$ cat src/rtl/prs_pkg.sv
package prs_pkg;

  // ==========================================================
  // Register map and field layout
  localparam logic [15:0] PRS_PROT_ADDR = 16'hFFFF; // Protection register address
  localparam int PRS_HPE_POS = 7; // Hardware-protect enable bit
  localparam int PRS_RL1_POS = 4; // Region lock bit one
  localparam int PRS_RL0_POS = 3; // Region lock bit zero
  localparam int PRS_RWEL_POS = 2; // Register write enable latch
  localparam int PRS_WEL_POS = 1; // Write enable latch
  localparam logic [7:0] PRS_ZERO_MASK = 8'h61; // Bits that must be zero in step three

  // ==========================================================
  // Command bytes
  localparam logic [7:0] PRS_CMD_SET_WEL = 8'h02; // Step one
  localparam logic [7:0] PRS_CMD_SET_RWEL = 8'h06; // Step two
  localparam logic [7:0] PRS_CMD_CLR_WEL = 8'h00; // Clears write latch

  // ==========================================================
  // Protected region bases (array is 16K bytes)
  localparam logic [13:0] PRS_QTR_BASE = 14'h3000; // Upper quarter
  localparam logic [13:0] PRS_HALF_BASE = 14'h2000; // Upper half
  localparam logic [1:0] PRS_RL_NONE = 2'h0; // No protection
  localparam logic [1:0] PRS_RL_QTR = 2'h1; // Upper quarter locked
  localparam logic [1:0] PRS_RL_HALF = 2'h2; // Upper half locked
  localparam logic [1:0] PRS_RL_ALL = 2'h3; // Whole array locked

  // ==========================================================
  // Timing
  localparam int PRS_CLK_PERIOD_NS = 10; // 100 MHz system clock
  localparam int PRS_NV_WRITE_MS = 10; // Longest nonvolatile write
  localparam int PRS_NV_WRITE_CYCLES = PRS_NV_WRITE_MS * 1000000 / PRS_CLK_PERIOD_NS; // Rounded down
  localparam int PRS_TMR_W = 20; // Timer width

  // ==========================================================
  // Sequencer states
  typedef enum logic [2:0] {
    PRS_ST_IDLE = 3'b000,
    PRS_ST_ADDR = 3'b001,
    PRS_ST_REG = 3'b010,
    PRS_ST_REG_DONE = 3'b011,
    PRS_ST_ARRAY = 3'b100,
    PRS_ST_BUSY = 3'b101
  } prs_state_t;

  // Action pending until stop
  typedef enum logic [2:0] {
    PRS_ACT_NONE = 3'b000,
    PRS_ACT_SET_WEL = 3'b001,
    PRS_ACT_CLR_WEL = 3'b010,
    PRS_ACT_SET_RWEL = 3'b011,
    PRS_ACT_NV_REG = 3'b100,
    PRS_ACT_NV_ARRAY = 3'b101
  } prs_act_t;

endpackage

$ cat src/rtl/prs_sequencer.sv
`timescale 1ns/1ns
`default_nettype none
module prs_sequencer
  import prs_pkg::*;
#(
  parameter logic [PRS_TMR_W-1:0] NV_CYCLES = PRS_TMR_W'(PRS_NV_WRITE_CYCLES) // Write cycle length
) (
  input wire logic clk_sys, // System clock
  input wire logic srst, // Synchronous reset, power-up
  input wire logic protect_pin, // Asynchronous protect pin
  input wire logic frame_start, // Start condition seen, pulse
  input wire logic frame_stop, // Stop condition seen, pulse
  input wire logic addr_valid, // Write address complete, pulse
  input wire logic [15:0] addr, // Write byte address
  input wire logic data_valid, // Write data byte complete, pulse
  input wire logic [7:0] data, // Write data byte
  output logic data_ack, // Acknowledge this data byte
  output logic bus_enable, // Low while writing; no address ack
  output logic array_commit, // Start array program, pulse
  output logic [7:0] protect_config // Register read image
);

  // ==========================================================
  // Protect pin synchroniser
  logic pin_meta_reg; // First stage
  logic pin_sync_reg; // Second stage

  // Two flops before any use of the pin
  always_ff @(posedge clk_sys) begin
    if (srst) begin
      pin_meta_reg <= 1'b0;
      pin_sync_reg <= 1'b0;
    end else begin
      pin_meta_reg <= protect_pin;
      pin_sync_reg <= pin_meta_reg;
    end
  end

  // ==========================================================
  // State declarations
  prs_state_t state_reg; // Sequencer state
  prs_state_t state_next; // Next state
  prs_act_t act_reg; // Action held until stop
  logic [13:0] arr_addr_reg; // Array address of this write
  logic write_enable_latch; // Volatile
  logic reg_write_enable_latch; // Volatile
  logic region_lock_bit0; // Nonvolatile
  logic region_lock_bit1; // Nonvolatile
  logic hw_protect_enable_bit; // Nonvolatile
  logic hw_locked; // Register frozen
  logic addr_locked; // Address lies in locked region
  logic is_reg_addr; // Address targets the register
  logic step3_ok; // Byte fits step three pattern
  logic nv_start; // Launch a write cycle
  logic tmr_busy; // Timer running
  logic tmr_done; // Timer last cycle
  logic [7:0] data_hold_reg; // Register data byte

  // ==========================================================
  // Protection decode
  assign hw_locked = pin_sync_reg & hw_protect_enable_bit;

  // Region compare on the latched address
  always_comb begin
    case ({region_lock_bit1, region_lock_bit0})
      PRS_RL_NONE: addr_locked = 1'b0;
      PRS_RL_QTR: addr_locked = (arr_addr_reg >= PRS_QTR_BASE);
      PRS_RL_HALF: addr_locked = (arr_addr_reg >= PRS_HALF_BASE);
      PRS_RL_ALL: addr_locked = 1'b1;
      default: addr_locked = 1'b1;
    endcase
  end

  // Fixed zeros, program bit set, register latch bit clear
  assign step3_ok = ((data & PRS_ZERO_MASK) == 8'h00) & data[PRS_WEL_POS] & ~data[PRS_RWEL_POS];

  // ==========================================================
  // Transaction state
  always_comb begin
    state_next = state_reg;
    case (state_reg)
      PRS_ST_IDLE: begin
        if (frame_start) begin
          state_next = PRS_ST_ADDR;
        end
      end
      PRS_ST_ADDR: begin
        if (frame_stop) begin
          state_next = PRS_ST_IDLE;
        end else if (addr_valid) begin
          state_next = is_reg_addr ? PRS_ST_REG : PRS_ST_ARRAY;
        end
      end
      PRS_ST_REG: begin
        if (frame_stop) begin
          state_next = PRS_ST_IDLE;
        end else if (frame_start) begin
          state_next = PRS_ST_ADDR;
        end else if (data_valid) begin
          state_next = PRS_ST_REG_DONE;
        end
      end
      PRS_ST_REG_DONE, PRS_ST_ARRAY: begin
        if (frame_stop) begin
          state_next = nv_start ? PRS_ST_BUSY : PRS_ST_IDLE;
        end else if (frame_start) begin
          state_next = PRS_ST_ADDR;
        end
      end
      PRS_ST_BUSY: begin
        if (tmr_done) begin
          state_next = PRS_ST_IDLE;
        end
      end
      default: state_next = PRS_ST_IDLE;
    endcase
  end

  assign is_reg_addr = (addr == PRS_PROT_ADDR);

  // State register
  always_ff @(posedge clk_sys) begin
    if (srst) begin
      state_reg <= PRS_ST_IDLE;
    end else begin
      state_reg <= state_next;
    end
  end

  // Array address capture
  always_ff @(posedge clk_sys) begin
    if (srst) begin
      arr_addr_reg <= '0;
    end else if (state_reg == PRS_ST_ADDR && addr_valid) begin
      arr_addr_reg <= addr[13:0];
    end
  end

  // ==========================================================
  // Data byte acknowledge and pending action
  always_comb begin
    data_ack = 1'b0;
    if (data_valid) begin
      case (state_reg)
        PRS_ST_REG: data_ack = 1'b1;
        PRS_ST_ARRAY: data_ack = write_enable_latch & ((act_reg == PRS_ACT_NONE) | addr_locked);
        default: data_ack = 1'b0;
      endcase
    end
  end

  // Decode what the stop will do; a start drops it
  always_ff @(posedge clk_sys) begin
    if (srst) begin
      act_reg <= PRS_ACT_NONE;
    end else if (frame_start || frame_stop || state_reg == PRS_ST_BUSY) begin
      act_reg <= PRS_ACT_NONE;
    end else if (data_valid && state_reg == PRS_ST_REG) begin
      // Register latch set: 02h is step three with all bits clear
      if (step3_ok && write_enable_latch && reg_write_enable_latch) begin
        act_reg <= PRS_ACT_NV_REG;
      end else if (data == PRS_CMD_SET_WEL) begin
        act_reg <= PRS_ACT_SET_WEL;
      end else if (data == PRS_CMD_SET_RWEL && write_enable_latch) begin
        act_reg <= PRS_ACT_SET_RWEL;
      end else if (data == PRS_CMD_CLR_WEL && !reg_write_enable_latch) begin
        act_reg <= PRS_ACT_CLR_WEL; // Latches clear one at a time
      end else begin
        act_reg <= PRS_ACT_NONE;
      end
    end else if (data_valid && state_reg == PRS_ST_ARRAY) begin
      // Locked or disabled writes leave nothing to commit
      if (write_enable_latch && !addr_locked) begin
        act_reg <= PRS_ACT_NV_ARRAY;
      end
    end
  end

  // Hardware-protected register writes abort at the stop
  assign nv_start = frame_stop
    & ((act_reg == PRS_ACT_NV_REG & ~hw_locked) | (act_reg == PRS_ACT_NV_ARRAY));

  // ==========================================================
  // Volatile latches, cleared at power-up
  always_ff @(posedge clk_sys) begin
    if (srst) begin
      write_enable_latch <= 1'b0;
    end else if (frame_stop && act_reg == PRS_ACT_SET_WEL) begin
      write_enable_latch <= 1'b1;
    end else if (frame_stop && act_reg == PRS_ACT_CLR_WEL) begin
      write_enable_latch <= 1'b0;
    end
  end

  // Any nonvolatile write clears the register latch
  always_ff @(posedge clk_sys) begin
    if (srst) begin
      reg_write_enable_latch <= 1'b0;
    end else if (nv_start) begin
      reg_write_enable_latch <= 1'b0;
    end else if (frame_stop && act_reg == PRS_ACT_SET_RWEL) begin
      reg_write_enable_latch <= 1'b1;
    end
  end

  // ==========================================================
  // Nonvolatile protection bits; reset stands in for blank cells
  always_ff @(posedge clk_sys) begin
    if (srst) begin
      hw_protect_enable_bit <= 1'b0;
      region_lock_bit1 <= 1'b0;
      region_lock_bit0 <= 1'b0;
    end else if (nv_start && act_reg == PRS_ACT_NV_REG) begin
      hw_protect_enable_bit <= data_hold_reg[PRS_HPE_POS];
      region_lock_bit1 <= data_hold_reg[PRS_RL1_POS];
      region_lock_bit0 <= data_hold_reg[PRS_RL0_POS];
    end
  end

  // Step three byte kept until the stop
  always_ff @(posedge clk_sys) begin
    if (srst) begin
      data_hold_reg <= 8'h00;
    end else if (data_valid && state_reg == PRS_ST_REG) begin
      data_hold_reg <= data;
    end
  end

  // ==========================================================
  // Write cycle timer and outputs
  prs_busy_timer #(
    .CYCLES(NV_CYCLES)
  ) u_timer (
    .clk_sys(clk_sys),
    .srst(srst),
    .start(nv_start),
    .busy(tmr_busy),
    .done(tmr_done)
  );

  // Interface off for the whole write cycle
  assign bus_enable = (state_reg != PRS_ST_BUSY) & ~tmr_busy;

  // Registered commit pulse and register image
  always_ff @(posedge clk_sys) begin
    if (srst) begin
      array_commit <= 1'b0;
      protect_config <= 8'h00;
    end else begin
      array_commit <= nv_start & (act_reg == PRS_ACT_NV_ARRAY);
      protect_config <= {hw_protect_enable_bit, 2'b00, region_lock_bit1, region_lock_bit0,
                         reg_write_enable_latch, write_enable_latch, 1'b0};
    end
  end

endmodule
`default_nettype wire

$ cat src/rtl/prs_busy_timer.sv
`timescale 1ns/1ns
`default_nettype none
module prs_busy_timer
  import prs_pkg::*;
#(
  parameter logic [PRS_TMR_W-1:0] CYCLES = PRS_TMR_W'(PRS_NV_WRITE_CYCLES)
) (
  input wire logic clk_sys, // System clock
  input wire logic srst, // Synchronous reset
  input wire logic start, // Begin a write cycle
  output logic busy, // Cycle in progress
  output logic done // Last cycle pulse
);

  // ==========================================================
  // Down counter
  logic [PRS_TMR_W-1:0] count_reg; // Remaining cycles

  // Load on start, run to zero; a start while busy is never issued
  always_ff @(posedge clk_sys) begin
    if (srst) begin
      count_reg <= '0;
    end else if (start) begin
      count_reg <= CYCLES;
    end else if (count_reg != '0) begin
      count_reg <= count_reg - PRS_TMR_W'(1);
    end
  end

  assign busy = (count_reg != '0);
  assign done = (count_reg == PRS_TMR_W'(1));

endmodule
`default_nettype wire

$ cat config.mk
export PLATFORM = sky130hd
export DESIGN_NAME = prs_sequencer
export DESIGN_NICKNAME = d
export VERILOG_FILES = /design/src/rtl/prs_pkg.sv /design/src/rtl/prs_sequencer.sv /design/src/rtl/prs_busy_timer.sv
export SDC_FILE = /design/constraint.sdc
export NUM_CORES = 1
export LEC_CHECK = 0
export BUFFER_PORTS_ARGS = -buffer_cell sky130_fd_sc_hd__buf_2
export CELL_PAD_IN_SITES_DETAIL_PLACEMENT = 1
export CELL_PAD_IN_SITES_GLOBAL_PLACEMENT = 1
export CORE_MARGIN = 2
export CORE_UTILIZATION = 39
export CTS_BUF_LIST = sky130_fd_sc_hd__clkbuf_8 sky130_fd_sc_hd__clkbuf_16
export DETAILED_ROUTE_END_ITERATION = 8
export PLACE_DENSITY_LB_ADDON = 0.2
export SETUP_SLACK_MARGIN = 0.2
export SYNTH_ARGS = -nofsm -noshare
export SYNTH_HDL_FRONTEND = slang
export SYNTH_SLANG_ARGS = --single-unit
export TNS_END_PERCENT = 50
$ cat constraint.sdc
create_clock -name clk_sys -period 2.7 [get_ports clk_sys]
set_clock_uncertainty 0.1 [all_clocks]
set_input_delay 0.54 -clock clk_sys [delete_from_list [all_inputs] [get_ports clk_sys]]
set_output_delay 0.54 -clock clk_sys [all_outputs]
set_load 0.02 [all_outputs]
Word-level counts from Yosys, hierarchy flattened. Index checks and enable logic that the tools add are counted.

Bits of input ports: 31. Bits in registers: 64. Word-level logic and storage cells: 109.

$add $sub $neg: 1. Bitwise gates (word level): 13. Muxes and demuxes: 25. Reductions and logical operators: 31. Equal/unequal tests: 21. Magnitude comparators: 2.

Operator list (count): $mux 3 (14); $mux 20 (2); $ge 14x14->1 const B (2); $eq 20x1->1 const B (1); $reduce_bool 20->1 (1); $sub 20x1->20 const B (1); $eq 16x16->1 const B (1); $logic_not 8->1 (2); $pmux 3 s5 (1); $eq 3x2->1 const B (4); $eq 3x3->1 const B (4); $logic_and 1x1->1 (12); $and 1x1->1 (8); $eq 8x2->1 const B (1); $eq 8x3->1 const B (1); $reduce_bool 2->1 (4); $eq 3x1->1 const B (2); $logic_not 3->1 (2); $mux 2 (3); $ne 3x3->1 const B (2); $reduce_or 2->1 (3); $eq 2x2->1 const B (2); $ne 4x4->1 const B (1); $pmux 1 s4 (1); 11 further kinds (18).

Depth between registers and ports, before layout.
Depth after elaboration: 8. Mapped depth: 7. Gate-level depth less buffers: 6.

Modules after synthesis. From an unflattened synthesis, not the netlist that was laid out.

Cell total of the unflattened synthesis: 278. Area, all modules: 2303.5 um2.

By module, submodules not included: prs_sequencer (times used 1, cells each 146, seq. area each 480.5 um2, area an instance 1198.6 um2); prs_busy_timer (times used 1, cells each 132, seq. area each 400.4 um2, area an instance 1104.8 um2).

Worst setup path before layout. Ideal clock, no wire load.

Path kind: register to output. Start: register u_timer.count_reg[0]. End: output port bus_enable. Path slack: 0.319 ns. Buffers on the path: 1. Arrival: 1.741 ns. Cell stages (with the launch flop): 7. Path through: dfxtp_1 > inv_1 > ha_1 > nor3b_2 > nand2_1 > clkbuf_1 > nor3_1.

Cells in the longest elaborated chain, start to end: 3.

Ends and longest elaborated chain: start: declaration (line prs_busy_timer.sv:17) `logic [PRS_TMR_W-1:0] count_reg;`; start signal: assignment (line prs_busy_timer.sv:26) `count_reg <= count_reg - PRS_TMR_W'(1);`; $reduce_bool 20->1 (line prs_busy_timer.sv:30) `assign busy = (count_reg != '0);`; $not 1->1 (line prs_sequencer.sv:242) `assign bus_enable = (state_reg != PRS_ST_BUSY) & ~tmr_busy;`; $and 1x1->1 (line prs_sequencer.sv:242); end: declaration (line prs_sequencer.sv:18) `output logic bus_enable,`.

Every way passes these cells.

Worst setup path after layout.
Start: register u_timer.count_reg[4]. End: output port bus_enable.

The elaborated chain is that of the path after synthesis.

==> flow_metrics.env <==
export IMPL_cts_hold_buffers_added=0
export IMPL_yosys_register_bits=44
export IMPL_status="finished clean"
export IMPL_setup_tns_ps=0
export IMPL_die_x_um=81.2
export IMPL_whs_path_depth=2
export IMPL_slew_violations=0
export IMPL_synth_edf_count=0
export IMPL_hp_class="primary input to flop"
export IMPL_clk_latency_ps=310
export IMPL_final_common_cell="dfxtp_1"
export IMPL_grt_pass1_wl_um=9860
export IMPL_drt_first_pass_iters=4
export IMPL_cts_buffer_depth=2
export IMPL_coreArea_sq_um=5850
export IMPL_via_per_inst=5.64
export IMPL_io_buffers=38
export IMPL_clock_root_buffer="clkbuf_8"
export IMPL_fin_crit_sh_pct=86.8
export IMPL_io_pins=42
export IMPL_r2r_start="u_timer.count_reg[0]"
export IMPL_htreeDepth=2
export IMPL_num_antenna_cells=0
export IMPL_tightest_slew_ps=732
export IMPL_ys_warn_count=0
export IMPL_cts_buffers=5
export IMPL_required_ps=2060
export IMPL_min_period_ps=2340
export IMPL_gp_congestion=0.800
export IMPL_syn_instance_count=272
export IMPL_rsz0062_at_grt="no"
export IMPL_drc_errors=0
export IMPL_layout_common_cells="44 x dfxtp_1, 37 x buf_2, 21 x nand2_1, 18 x nor2_1, 17 x a21oi_1"
export IMPL_synth_flop_cell="dfxtp_1"
export IMPL_cts_tree="yes"
export IMPL_slew_headroom_pct=50.5
export IMPL_totalWireLength_um=6080
export IMPL_leakage_uw=0.00108
export IMPL_antenna_found_initial=0
export IMPL_startpoint_type="flop"
export IMPL_path_class="flop to output port"
export IMPL_hold_viol=0
export IMPL_grt_ovfl_total=0
export IMPL_clkSlewWorstSetupHoldPaths_ps=90
export IMPL_critical_path_max_fanout=8
export IMPL_synth_cell_area_sq_um=2320
export IMPL_vias=2162
export IMPL_finalSetupViolCount=0
export IMPL_drv_cap=0
export IMPL_first_global_vias=1976
export IMPL_final_util_pct=46.2
export IMPL_avgRoutedWirePerCell_um=15.9
export IMPL_timing_fmax_mhz=427
export IMPL_regToRegEndpoint="u_timer.count_reg[16]"
export IMPL_rows=28
export IMPL_final_layout_size_suffix_gt1_share_pct=22.4
export IMPL_ant_nets=0
export IMPL_ys_types=55
export IMPL_ys_async_sr_fraction_pct=0
export IMPL_drt_iter0_markers=86
export IMPL_die_y_um=81.2
export IMPL_track_usage_pct=19.3
export IMPL_largest_reg_flops=20
export IMPL_layout_nets=340
export IMPL_rr_worst_depth=8
export IMPL_rrSetupSlack_ps=540
export IMPL_die_area_sq_um=6590
export IMPL_hp_start="protect_pin"
export IMPL_synth_area_per_cell_sq_um=8.54
export IMPL_end_kind="output port"
export IMPL_initial_core_util_pct=39.7
export IMPL_peakVddDrop_mv=0.488
export IMPL_ys_seq_area_share_pct=37.9
export IMPL_holdPathEnd="pin_meta_reg"
export IMPL_power_density_nw_per_um2=917
export IMPL_cts_sinks=44
export IMPL_area_growth_synth_to_final_pct=16.4
export IMPL_dpl_hpwl_um=4530
export IMPL_grt_max_degree=28
export IMPL_arrival_ps=1700
repair_timing:
item,4_1_cts,5_1_grt
resized for setup,0,3
setup buffers,0,1
endpoints found under the setup margin,0,1
metal layers:
layer	global-route usage, %	wire [um]
met1	28.0	3030
met2	28.8	2750
met5	0	0
met3	4.22	236
met4	4.92	64
cell families (layout without fill, tap and decap cells):
kind of cell             count (synthesis)  count (layout)  synth area share [%]
other                                    1               3                 0.161
flip-flops                              44              44                  37.9
AO/OA/AOI/OAI                           68              68                  19.8
AND/OR/NAND/NOR                        125             125                  33.0
buffers and inverters                   23              57                  4.25
adder cells (fa/ha/maj)                  2               2                  1.08
multiplexers                             9               9                  3.88
final cells by class:
type	instances	area, sq um
Fill cell	718	3150
Multi-Input combinational cell	207	1360
Sequential cell	44	881
Timing Repair Buffer	43	230
Tap cell	75	93.8
Clock buffer	5	68.8
Clock inverter	3	46.3
Inverter	6	22.5
critical path, cell delays in order (launching register included):
cell	delay [ps]
dfxtp_1	400
nor4_4	460
nand2_1	160
nor3_2	210
buf_4	180
cell usage after synthesis, drive strengths merged, types with 4 or more instances:
library cell,instances,area [sq um]
nor3,14,70.1
a21oi,17,85.1
or3,5,32.5
nor2,18,67.6
mux2i,9,90.1
a31oi,9,56.3
nand4,7,43.8
nand2,21,78.8
nor2b,12,75.1
or4,9,75.1
dfxtp,44,881
inv,6,22.5
o21ai,14,70.1
buf,4,27.5
o31ai,7,52.6
nor4,8,101
nand3,8,40.0
clkbuf,13,48.8
report_power, final:
part	switching, uW	internal (uW)	total [uW]	leakage (uW)
registers	128	738	866	0.000358
logic	634	448	1080	0.000664
clock network	254	279	533	0.0000548
metrics by stage:
stage / total power (uW) / cells / instance area (sq um) / hold slack, ps / worst slack, ps
finish: 2480 / 383 / 2700 / 341 / 357
global route: 2660 / 383 / 2700 / 360 / 225
CTS: 2480 / 382 / 2680 / 340 / 236
detailed placement: 1940 / 374 / 2570 / 328 / 592
global placement: 1920 / 374 / 2570 / 326 / 596
floorplan: 1650 / 274 / 2330 / 314 / 319
worst max path at each step:
stage / end / from / slack [ps] / cells after the start
5_1_grt: bus_enable / u_timer.count_reg[14] / 230 / 4
4_1_cts: bus_enable / u_timer.count_reg[17] / 240 / 4
2_1_floorplan: bus_enable / u_timer.count_reg[0] / 320 / 6
6_report: bus_enable / u_timer.count_reg[4] / 360 / 4
3_3_place_gp: bus_enable / u_timer.count_reg[17] / 600 / 4
3_5_place_dp: bus_enable / u_timer.count_reg[17] / 590 / 4
Power figures use the tool's default switching activity.
